[src/inc/pie_pkg.sv]
/*
 * Constants, carrier types and helpers of the peripheral interrupt
 * enable and priority bank.
 * Assumes an 8-bit APB byte address and 32-bit APB data.
 */
`default_nettype none
package pie_pkg;
	localparam int unsigned PIE_NREG = 3;
	localparam int unsigned PIE_NSRC = 24;
	// byte addresses of the register words
	localparam logic [7:0] PIE_OFF_EN1  = 8'h00;
	localparam logic [7:0] PIE_OFF_EN2  = 8'h04;
	localparam logic [7:0] PIE_OFF_EN3  = 8'h08;
	localparam logic [7:0] PIE_OFF_PR1  = 8'h0c;
	localparam logic [7:0] PIE_OFF_PR2  = 8'h10;
	localparam logic [7:0] PIE_OFF_PR3  = 8'h14;
	localparam logic [7:0] PIE_OFF_FL1  = 8'h18;
	localparam logic [7:0] PIE_OFF_FL2  = 8'h1c;
	localparam logic [7:0] PIE_OFF_FL3  = 8'h20;
	localparam logic [7:0] PIE_OFF_CTRL = 8'h24;
	// values after reset
	localparam logic [7:0] PIE_RST_EN1  = 8'h00;
	localparam logic [7:0] PIE_RST_EN2  = 8'h00;
	localparam logic [7:0] PIE_RST_EN3  = 8'hff;
	localparam logic [7:0] PIE_RST_PR   = 8'hff;
	localparam logic [7:0] PIE_RST_FL   = 8'h00;
	localparam logic [2:0] PIE_RST_CTRL = 3'h0;
	// implemented bit positions, full and small package
	localparam logic [7:0] PIE_MASK1_FULL  = 8'hff;
	localparam logic [7:0] PIE_MASK1_SMALL = 8'h7f;
	localparam logic [7:0] PIE_MASK2_FULL  = 8'h5f;
	localparam logic [7:0] PIE_MASK2_SMALL = 8'h1e;
	localparam logic [7:0] PIE_MASK3       = 8'hff;
	// control word field positions
	localparam int unsigned PIE_CTRL_PRIO   = 0;
	localparam int unsigned PIE_CTRL_PERIPH = 1;
	localparam int unsigned PIE_CTRL_GLOBAL = 2;

	typedef struct packed
	{
		logic global_irq_enable;
		logic peripheral_group_enable;
		logic priority_levels_enable;
	} pie_ctrl_s;

	typedef struct packed
	{
		logic high;
		logic low;
	} pie_req_s;

	function automatic logic [7:0] pie_impl_mask(
		input logic [1:0] idx,
		input logic       small_pkg
	);
		logic [7:0] m;
		m = PIE_MASK3;
		case (idx)
			2'd0:    m = small_pkg ? PIE_MASK1_SMALL : PIE_MASK1_FULL;
			2'd1:    m = small_pkg ? PIE_MASK2_SMALL : PIE_MASK2_FULL;
			default: m = PIE_MASK3;
		endcase
		return m;
	endfunction : pie_impl_mask
endpackage : pie_pkg
`default_nettype wire

[src/rtl/pie_irq_unit.sv]
/*
 * Peripheral interrupt enable / priority bank with sticky source flags,
 * an APB register port and steering to high and low request levels.
 * Assumes peripheral event pulses and the APB master run on pclk.
 */
// Chosen here: the APB slave port and the placing of the registers.
// Overview of operation
// - with priority levels off, a source requests only if the group enable is set too.
// - priority bits steer requests only while priority levels are enabled.
// - a priority bit of 1 routes its source high, 0 routes it low.
// - enable word 1 holds parallel port down to timer1 overflow, bit 7 to 0.
// - enable word 2 holds comparator, eeprom, collision, low voltage, timer3, ecap.
// - enable word 3 holds the CAN sources, invalid message at 7 to rx buffer 0 at 0.
// - unimplemented bits of word 2 ignore writes and read zero.
// - the small package drops parallel port, comparator and ecap bits, reading zero.
// - enable words 1 and 2 reset to zero, the CAN enable word resets to all ones.
// - priority word 1 mirrors enable word 1, implemented bits reset to one.
// - priority word 2 mirrors enable word 2, implemented bits reset to one.
// - priority word 3 mirrors the CAN enable order and resets to all ones.
// - flags set on their event whatever the enables hold.
`default_nettype none
module pie_irq_unit
	import pie_pkg::*;
#(
	parameter bit SMALL_PKG = 1'b0
)
(
	input  wire logic                       pclk,
	input  wire logic                       presetn,
	input  wire logic                       psel,
	input  wire logic                       penable,
	input  wire logic                       pwrite,
	input  wire logic [7:0]                 paddr,
	input  wire logic [31:0]                pwdata,
	output logic                            pready,
	output logic [31:0]                     prdata,
	output logic                            pslverr,
	input  wire logic [pie_pkg::PIE_NSRC-1:0] src_event,
	output pie_pkg::pie_req_s               irq_req,
	output logic                            irq
);
	import pie_pkg::*;

	localparam logic [7:0] M1 = pie_impl_mask(2'd0, SMALL_PKG);
	localparam logic [7:0] M2 = pie_impl_mask(2'd1, SMALL_PKG);
	localparam logic [7:0] M3 = pie_impl_mask(2'd2, SMALL_PKG);

	logic [7:0]  en   [PIE_NREG];
	logic [7:0]  pr   [PIE_NREG];
	logic [7:0]  fl   [PIE_NREG];
	pie_ctrl_s   ctrl;
	logic [7:0]  msk  [PIE_NREG];
	logic        wr_acc;
	logic        setup;
	logic        hit;
	logic [31:0] next_rdata;
	logic [23:0] act;
	logic [23:0] pend;
	logic [23:0] prio;
	pie_req_s    next_req;
	logic        next_irq;

	assign msk[0] = M1;
	assign msk[1] = M2;
	assign msk[2] = M3;

	// zero-wait slave: every access phase completes at once
	assign pready = 1'b1;
	assign setup  = psel && !penable;
	assign wr_acc = psel && penable && pwrite;

	function automatic logic mapped(input logic [7:0] a);
		return a inside {PIE_OFF_EN1, PIE_OFF_EN2, PIE_OFF_EN3,
			PIE_OFF_PR1, PIE_OFF_PR2, PIE_OFF_PR3,
			PIE_OFF_FL1, PIE_OFF_FL2, PIE_OFF_FL3, PIE_OFF_CTRL};
	endfunction : mapped

	assign hit     = mapped(paddr);
	assign pslverr = psel && penable && !hit;

	// enable words
	always_ff @(posedge pclk or negedge presetn)
	begin
		if (!presetn)
		begin
			en[0] <= PIE_RST_EN1;
			en[1] <= PIE_RST_EN2;
			en[2] <= PIE_RST_EN3;
		end
		else if (wr_acc)
		begin
			case (paddr)
				PIE_OFF_EN1: en[0] <= pwdata[7:0] & M1;
				PIE_OFF_EN2: en[1] <= pwdata[7:0] & M2;
				PIE_OFF_EN3: en[2] <= pwdata[7:0] & M3;
				default:     ;
			endcase
		end
	end

	// priority words; reset values already trimmed to implemented bits
	always_ff @(posedge pclk or negedge presetn)
	begin
		if (!presetn)
		begin
			pr[0] <= PIE_RST_PR & M1;
			pr[1] <= PIE_RST_PR & M2;
			pr[2] <= PIE_RST_PR & M3;
		end
		else if (wr_acc)
		begin
			case (paddr)
				PIE_OFF_PR1: pr[0] <= pwdata[7:0] & M1;
				PIE_OFF_PR2: pr[1] <= pwdata[7:0] & M2;
				PIE_OFF_PR3: pr[2] <= pwdata[7:0] & M3;
				default:     ;
			endcase
		end
	end

	// control word
	always_ff @(posedge pclk or negedge presetn)
	begin
		if (!presetn)
			ctrl <= pie_ctrl_s'(PIE_RST_CTRL);
		else if (wr_acc && paddr == PIE_OFF_CTRL)
		begin
			ctrl.priority_levels_enable  <= pwdata[PIE_CTRL_PRIO];
			ctrl.peripheral_group_enable <= pwdata[PIE_CTRL_PERIPH];
			ctrl.global_irq_enable       <= pwdata[PIE_CTRL_GLOBAL];
		end
	end

	// sticky flags, write one to clear; a new event wins over the clear
	always_ff @(posedge pclk or negedge presetn)
	begin
		if (!presetn)
		begin
			for (int i = 0; i < PIE_NREG; i++)
				fl[i] <= PIE_RST_FL;
		end
		else
		begin
			for (int i = 0; i < PIE_NREG; i++)
			begin
				if (wr_acc && paddr == PIE_OFF_FL1 + 8'(4 * i))
					fl[i] <= ((fl[i] & ~pwdata[7:0]) | src_event[8*i +: 8]) & msk[i];
				else
					fl[i] <= (fl[i] | src_event[8*i +: 8]) & msk[i];
			end
		end
	end

	assign act  = {fl[2] & en[2], fl[1] & en[1], fl[0] & en[0]};
	assign prio = {pr[2], pr[1], pr[0]};
	assign pend = {fl[2], fl[1], fl[0]};

	// steering to the sequencer levels
	always_comb
	begin
		next_req = '0;
		if (!ctrl.priority_levels_enable)
		begin
			// compatibility: one level, priority bits unused
			next_req.high = ctrl.global_irq_enable
				&& ctrl.peripheral_group_enable && |act;
		end
		else
		begin
			next_req.high = ctrl.global_irq_enable && |(act & prio);
			// low level needs both the global and the low-level enable
			next_req.low  = ctrl.global_irq_enable
				&& ctrl.peripheral_group_enable
				&& |(act & ~prio);
		end
	end

	// summary line ignores the gates so polling software can still wait on it
	assign next_irq = |act;

	always_ff @(posedge pclk or negedge presetn)
	begin
		if (!presetn)
		begin
			irq_req <= '0;
			irq     <= 1'b0;
		end
		else
		begin
			irq_req <= next_req;
			irq     <= next_irq;
		end
	end

	// read data is latched in the setup phase so it is stable in access
	always_comb
	begin
		next_rdata = 32'h0000_0000;
		case (paddr)
			PIE_OFF_EN1:  next_rdata[7:0] = en[0];
			PIE_OFF_EN2:  next_rdata[7:0] = en[1];
			PIE_OFF_EN3:  next_rdata[7:0] = en[2];
			PIE_OFF_PR1:  next_rdata[7:0] = pr[0];
			PIE_OFF_PR2:  next_rdata[7:0] = pr[1];
			PIE_OFF_PR3:  next_rdata[7:0] = pr[2];
			PIE_OFF_FL1:  next_rdata[7:0] = fl[0];
			PIE_OFF_FL2:  next_rdata[7:0] = fl[1];
			PIE_OFF_FL3:  next_rdata[7:0] = fl[2];
			PIE_OFF_CTRL: next_rdata[2:0] = ctrl;
			default:      next_rdata = 32'h0000_0000;
		endcase
	end

	always_ff @(posedge pclk or negedge presetn)
	begin
		if (!presetn)
			prdata <= 32'h0000_0000;
		else if (setup && !pwrite)
			prdata <= next_rdata;
	end
endmodule : pie_irq_unit
`default_nettype wire

[config.mk]
export PLATFORM = sky130hd
export DESIGN_NAME = pie_irq_unit
export DESIGN_NICKNAME = d
export VERILOG_FILES = /design/src/inc/pie_pkg.sv /design/src/rtl/pie_irq_unit.sv
export SDC_FILE = /design/constraint.sdc
export NUM_CORES = 1
export LEC_CHECK = 0
export BUFFER_PORTS_ARGS = -buffer_cell sky130_fd_sc_hd__clkbuf_2
export CAP_MARGIN = 25
export CORE_UTILIZATION = 45
export CTS_BUF_LIST = sky130_fd_sc_hd__clkbuf_4 sky130_fd_sc_hd__clkbuf_8
export DETAILED_ROUTE_END_ITERATION = 16
export GPL_TIMING_DRIVEN = 0
export PLACE_DENSITY_LB_ADDON = 0.12
export SLEW_MARGIN = 30
export SYNTH_ARGS = -nofsm -noshare
export SYNTH_HDL_FRONTEND = slang
export SYNTH_SLANG_ARGS = --single-unit
[constraint.sdc]
create_clock -name pclk -period 1.64 [get_ports pclk]
set_clock_uncertainty 0.1 [all_clocks]
set_input_delay 0.164 -clock pclk [delete_from_list [all_inputs] [get_ports pclk]]
set_output_delay 0.164 -clock pclk [all_outputs]
set_load 0.1 [all_outputs]
# Word level (Yosys, flattened, before mapping)
# Index checks and enable logic that the tools add are counted.
[word_totals]
reg_bits = 81
word_cells = 75
input_bits = 69
out_inout_bits = 37
[classes]
bitwise = 16
n_reduce_logical = 27
n_mux = 7
eq_ne = 9
[ops]
columns = ["operator", "count"]
rows = [
  ["$reduce_or 24->1", 3],
  ["$and 24x24->24", 2],
  ["$pmux 5 s9", 1],
  ["$and 8x8->8", 4],
  ["$eq 8x5->1 const B", 4],
  ["$or 8x8->8", 4],
  ["$pmux 3 s10", 1],
  ["$not 24->24", 1],
  ["$eq 8x4->1 const B", 2],
  ["$eq 8x6->1 const B", 2],
  ["$mux 8", 2],
  ["$and 7x7->7", 2],
  ["$or 7x7->7", 2],
  ["$logic_and 1x1->1", 13],
  ["$reduce_and 2->1", 6],
  ["$reduce_bool 10->1", 1],
  ["$eq 8x3->1 const B", 1],
  ["$logic_not 8->1", 1],
  ["$not 8->8", 1],
  ["$mux 7", 1],
  ["$logic_not 1->1", 3],
  ["$mux 1", 2],
]

# Depth between registers and ports, before layout
[logic_depth]
depth_word = 5
depth_mapped = 7
ltp_nobuf = 5

# Least setup slack after synthesis
# OpenSTA, ideal clock, no wires.
[synth_path]
path_type = "input to output"
startpoint = "input port paddr[3]"
endpoint = "output port pslverr"
setup_slack_ps = -170
t_required_ps = 1376
path_stages = 5
arrival_ps = 1546
path_buffers = 2
path_cell_list = "buf_2 buf_2 nor2b_1 o21ai_0 and3_1"
[synth_via]
elab_chain_len = 4
[synth_lines]
columns = ["element", "line_no", "rtl"]
rows = [
  ["from (decl)", "pie_irq_unit.sv:33", "input wire logic [7:0] paddr,"],
  ["$eq 8x3->1, or another cell as far along", "pie_irq_unit.sv:73", "return a inside {PIE_OFF_EN1, PIE_OFF_EN2, PIE_OFF_EN3,"],
  ["$reduce_bool 10->1 *", "pie_irq_unit.sv:73", ""],
  ["$logic_not 1->1 *", "pie_irq_unit.sv:79", "assign pslverr = psel && penable && !hit;"],
  ["$logic_and 1x1->1 *", "pie_irq_unit.sv:79", ""],
  ["to (decl)", "pie_irq_unit.sv:37", "output logic pslverr,"],
]
# Every way passes the cells marked *; elsewhere a longest branch is shown, timed or not.

# Worst setup path in the final report
[layout_path]
startpoint = "input port paddr[4]"
endpoint = "register prdata[3]"
[layout_via]
elab_chain_len = 2
[layout_lines]
columns = ["element", "line_no", "rtl"]
rows = [
  ["$eq 8x6->1, or another cell as far along", "pie_irq_unit.sv:199", "case (paddr)"],
  ["$pmux 5 s9 *", "pie_irq_unit.sv:199", ""],
  ["to (signal assigned)", "pie_irq_unit.sv:219", "prdata <= next_rdata;"],
  ["to (decl)", "pie_irq_unit.sv:36", "output logic [31:0] prdata,"],
]
# Marks and branches as above.
# A chain may end at the register's enable or synchronous reset.

==> results.ini <==
[floorplan]
dieArea_um2=10200
initial_utilization_pct=47.0
boundaryPins=106
die_y_um=101
rows=35
core-area_um2=9370
die_w_um=101

[power_and_ir_drop]
p_leak_nw=2.36
peakVddDrop_mv=0.350
power_mw=4.48
power_density_nw_per_um2=793

[timing]
hold_violations=0
rsz0062_at_grt=yes
finalWorstPathRequiredPeriod_ns=1.67
slew_headroom_pct=57.7
tightest_slew_ns=0.634
setup_violations=2
fmax_ghz=0.600
maxSlewViolCount=0
finalCritPeriodShare_pct=102
worst_slack_ns=-0.0267

[place]
dp.cells=616
dp_hpwl_um=9700
port_buffers=46
routabilityCongestion=0.916

[route]
drt_iter0_markers=251
wl_per_cell_um=20.2
viasPerCell=5.68
ant_nets=0
drc=0
dr.pass1.iters=5
via_count=3822
wl_um=13600

[global_routing]
grt_usage_pct=27.7
overflow=0
grt_pass1_wl_um=20400
grt_max_degree=81
grt_pass1_vias=3524
antenna_found_initial=0

[worst_setup_path]
path_class=in2reg
cp_slowest_cell=clkbuf_1
crit_cells=7
worstSetupEndpointType=flip-flop
cp.arrival_ns=1.81
worstPathCellList=buf_2 -> clkbuf_1 -> nor3b_1 -> a21oi_4 -> o22ai_2 -> a211oi_2 -> o21ai_1
critPathMaxFanout=10
reg2regPathDepth=5
startpoint_type=primary input
crit_family=compound AO/OA/AOI/OAI gates
critPathRequiredTime_ns=1.78
path_buf_inv=2
crit_path_max_incr_delay_ns=0.51

[yosys]
ys_warn_count=0
async_flop_share_pct=100
synth_edf_count=0
synthFlopType=dfrtp_1
synthesis.area_um2=4410
avgSynthCellArea_um2=10.5
ys_ff_latch=80
syn_inst=418
synth.distinct_cells=51
seq_area_frac_synth_pct=46.3

[finish]
area_growth_pct=28.4
multiInputGateArea_um2=2340
regArea_um2=2040
num-fill-cells=836
finalNonFillerCells=673
layout-drive-gt1-share_pct=42.6
n_antenna_cell=0
nNetsFinal=608

[clock_network]
cts.clk_slew.worst_paths_ns=0.09
clock-sinks=80
cts_made_buffers=9
clock_latency_ns=0.36
cts_buffer_depth=2
cts-root-buf=clkbuf_8
cts_tree=done
htree_levels=3

[worst_hold_path]
hold_depth=2
hp-class=in2reg

[outcome]
violations=negative setup slack
status=complete, but fails checks

[flow_run]
drv_cap=0

## logic make-up (layout without fill, tap and decap cells)
| kind of cell | after synthesis | count (layout) | synth area share (%) |
|---|---|---|---|
| simple gates | 148 | 148 | 17.9 |
| compound gates | 83 | 83 | 13.2 |
| flops | 80 | 80 | 46.3 |
| mux | 61 | 61 | 16.2 |
| buf+inv | 44 | 147 | 6.27 |
| other cells | 2 | 25 | 0.170 |
## power by group
group | switching [mW] | leakage, nW | total (mW) | internal, mW
Sequential | 0.0284 | 0.887 | 2.04 | 2.02
Clock | 0.730 | 0.110 | 1.62 | 0.892
Combinational | 0.595 | 1.36 | 0.819 | 0.224
Total | 1.35 | 2.36 | 4.48 | 3.13
## per-layer routing
layer,GRT usage (%),part of all wire (%)
met4,10.4,3.6
met1,37.4,42
met3,5.83,7.4
met5,0,0
met2,43.8,47
## cells in the mapped netlist (10+ instances only)
master   count  area [µm²]
nand4_1     10        62.6
nor2_1      15        56.3
a21o_1      22         165
mux2_2      52         586
dfstp_2     30         788
nand3_1     29         145
o22ai_1     13        81.3
dfrtp_1     50        1250
buf_4       26         195
nand2_1     58         218
## what timing repair did
action                                  4_1_cts  5_1_grt
pin swaps                                     2       10
resized for setup                            16       29
hold buffers                                 23        0
setup buffers                                11        7
endpoints found under the hold margin        72        0
endpoints found under the setup margin       51       29
## cells in the final DEF (no fill, tap or decap), drive strengths merged, types with 3 or more instances in the layout
cell type     n
a211oi        3
mux2i         6
inv           4
mux4          3
nor3          3
a22oi         8
nand2        59
nor2b         4
conb         25
and3          3
o2bb2ai       5
a21oi         8
dlygate4sd3  23
nand4        10
mux2         52
a21o         22
nor4          3
nand3        30
and2          5
dfrtp        50
dfstp        30
o21ai         8
buf          53
nor4b         5
o22ai        13
nor2         17
a31oi         3
clkbuf       62
## registers in the layout (all words and copies together), names as in the netlist
signal / count
fl: 22
irq_req: 2
en: 22
pr: 22
irq: 1
prdata: 8
ctrl: 3
## metrics by stage
stage | hold WS, ns | setup TNS, ns | util, % | cell area, µm² | setup slack, ns
2_1_floorplan | -0.232 | 0 | - | 4500 | 0.0459
3_3_place_gp | 0.242 | -53.52 | 52.2 | 4900 | -0.624
3_5_place_dp | 0.137 | -33.58 | 52.3 | 4900 | -0.639
4_1_cts | 0.0205 | -0.133 | 58.7 | 5500 | -0.0868
5_1_grt | 0.0379 | -0.218 | 60.4 | 5660 | -0.0746
6_report | 0.0284 | -0.0309 | 60.4 | 5660 | -0.0267
## final cells by class
cell class | instances | share of cell area (%)
Clock buffer | 11 | 2.45
Timing Repair Buffer | 87 | 10.9
Tap cell | 129 | 2.85
Inverter | 4 | 0.265
Multi-Input combinational cell | 317 | 41.3
Buffer | 40 | 4.73
Clock inverter | 5 | 1.44
Sequential cell | 80 | 36.1
## path summary, 6_finish.rpt
kind | start | slack [ns] | endpoint
max | paddr[4] | -0.03 | prdata[3]
max in group asynchronous | presetn | 0.65 | fl[10]
max reg2reg | fl[19] | -0.03 | prdata[3]
min reg2reg | prdata[6] | 0.39 | prdata[6]
min in group asynchronous | presetn | 0.27 | prdata[6]
min | pwdata[5] | 0.03 | en[5]
Power figures use the tool's default switching activity.
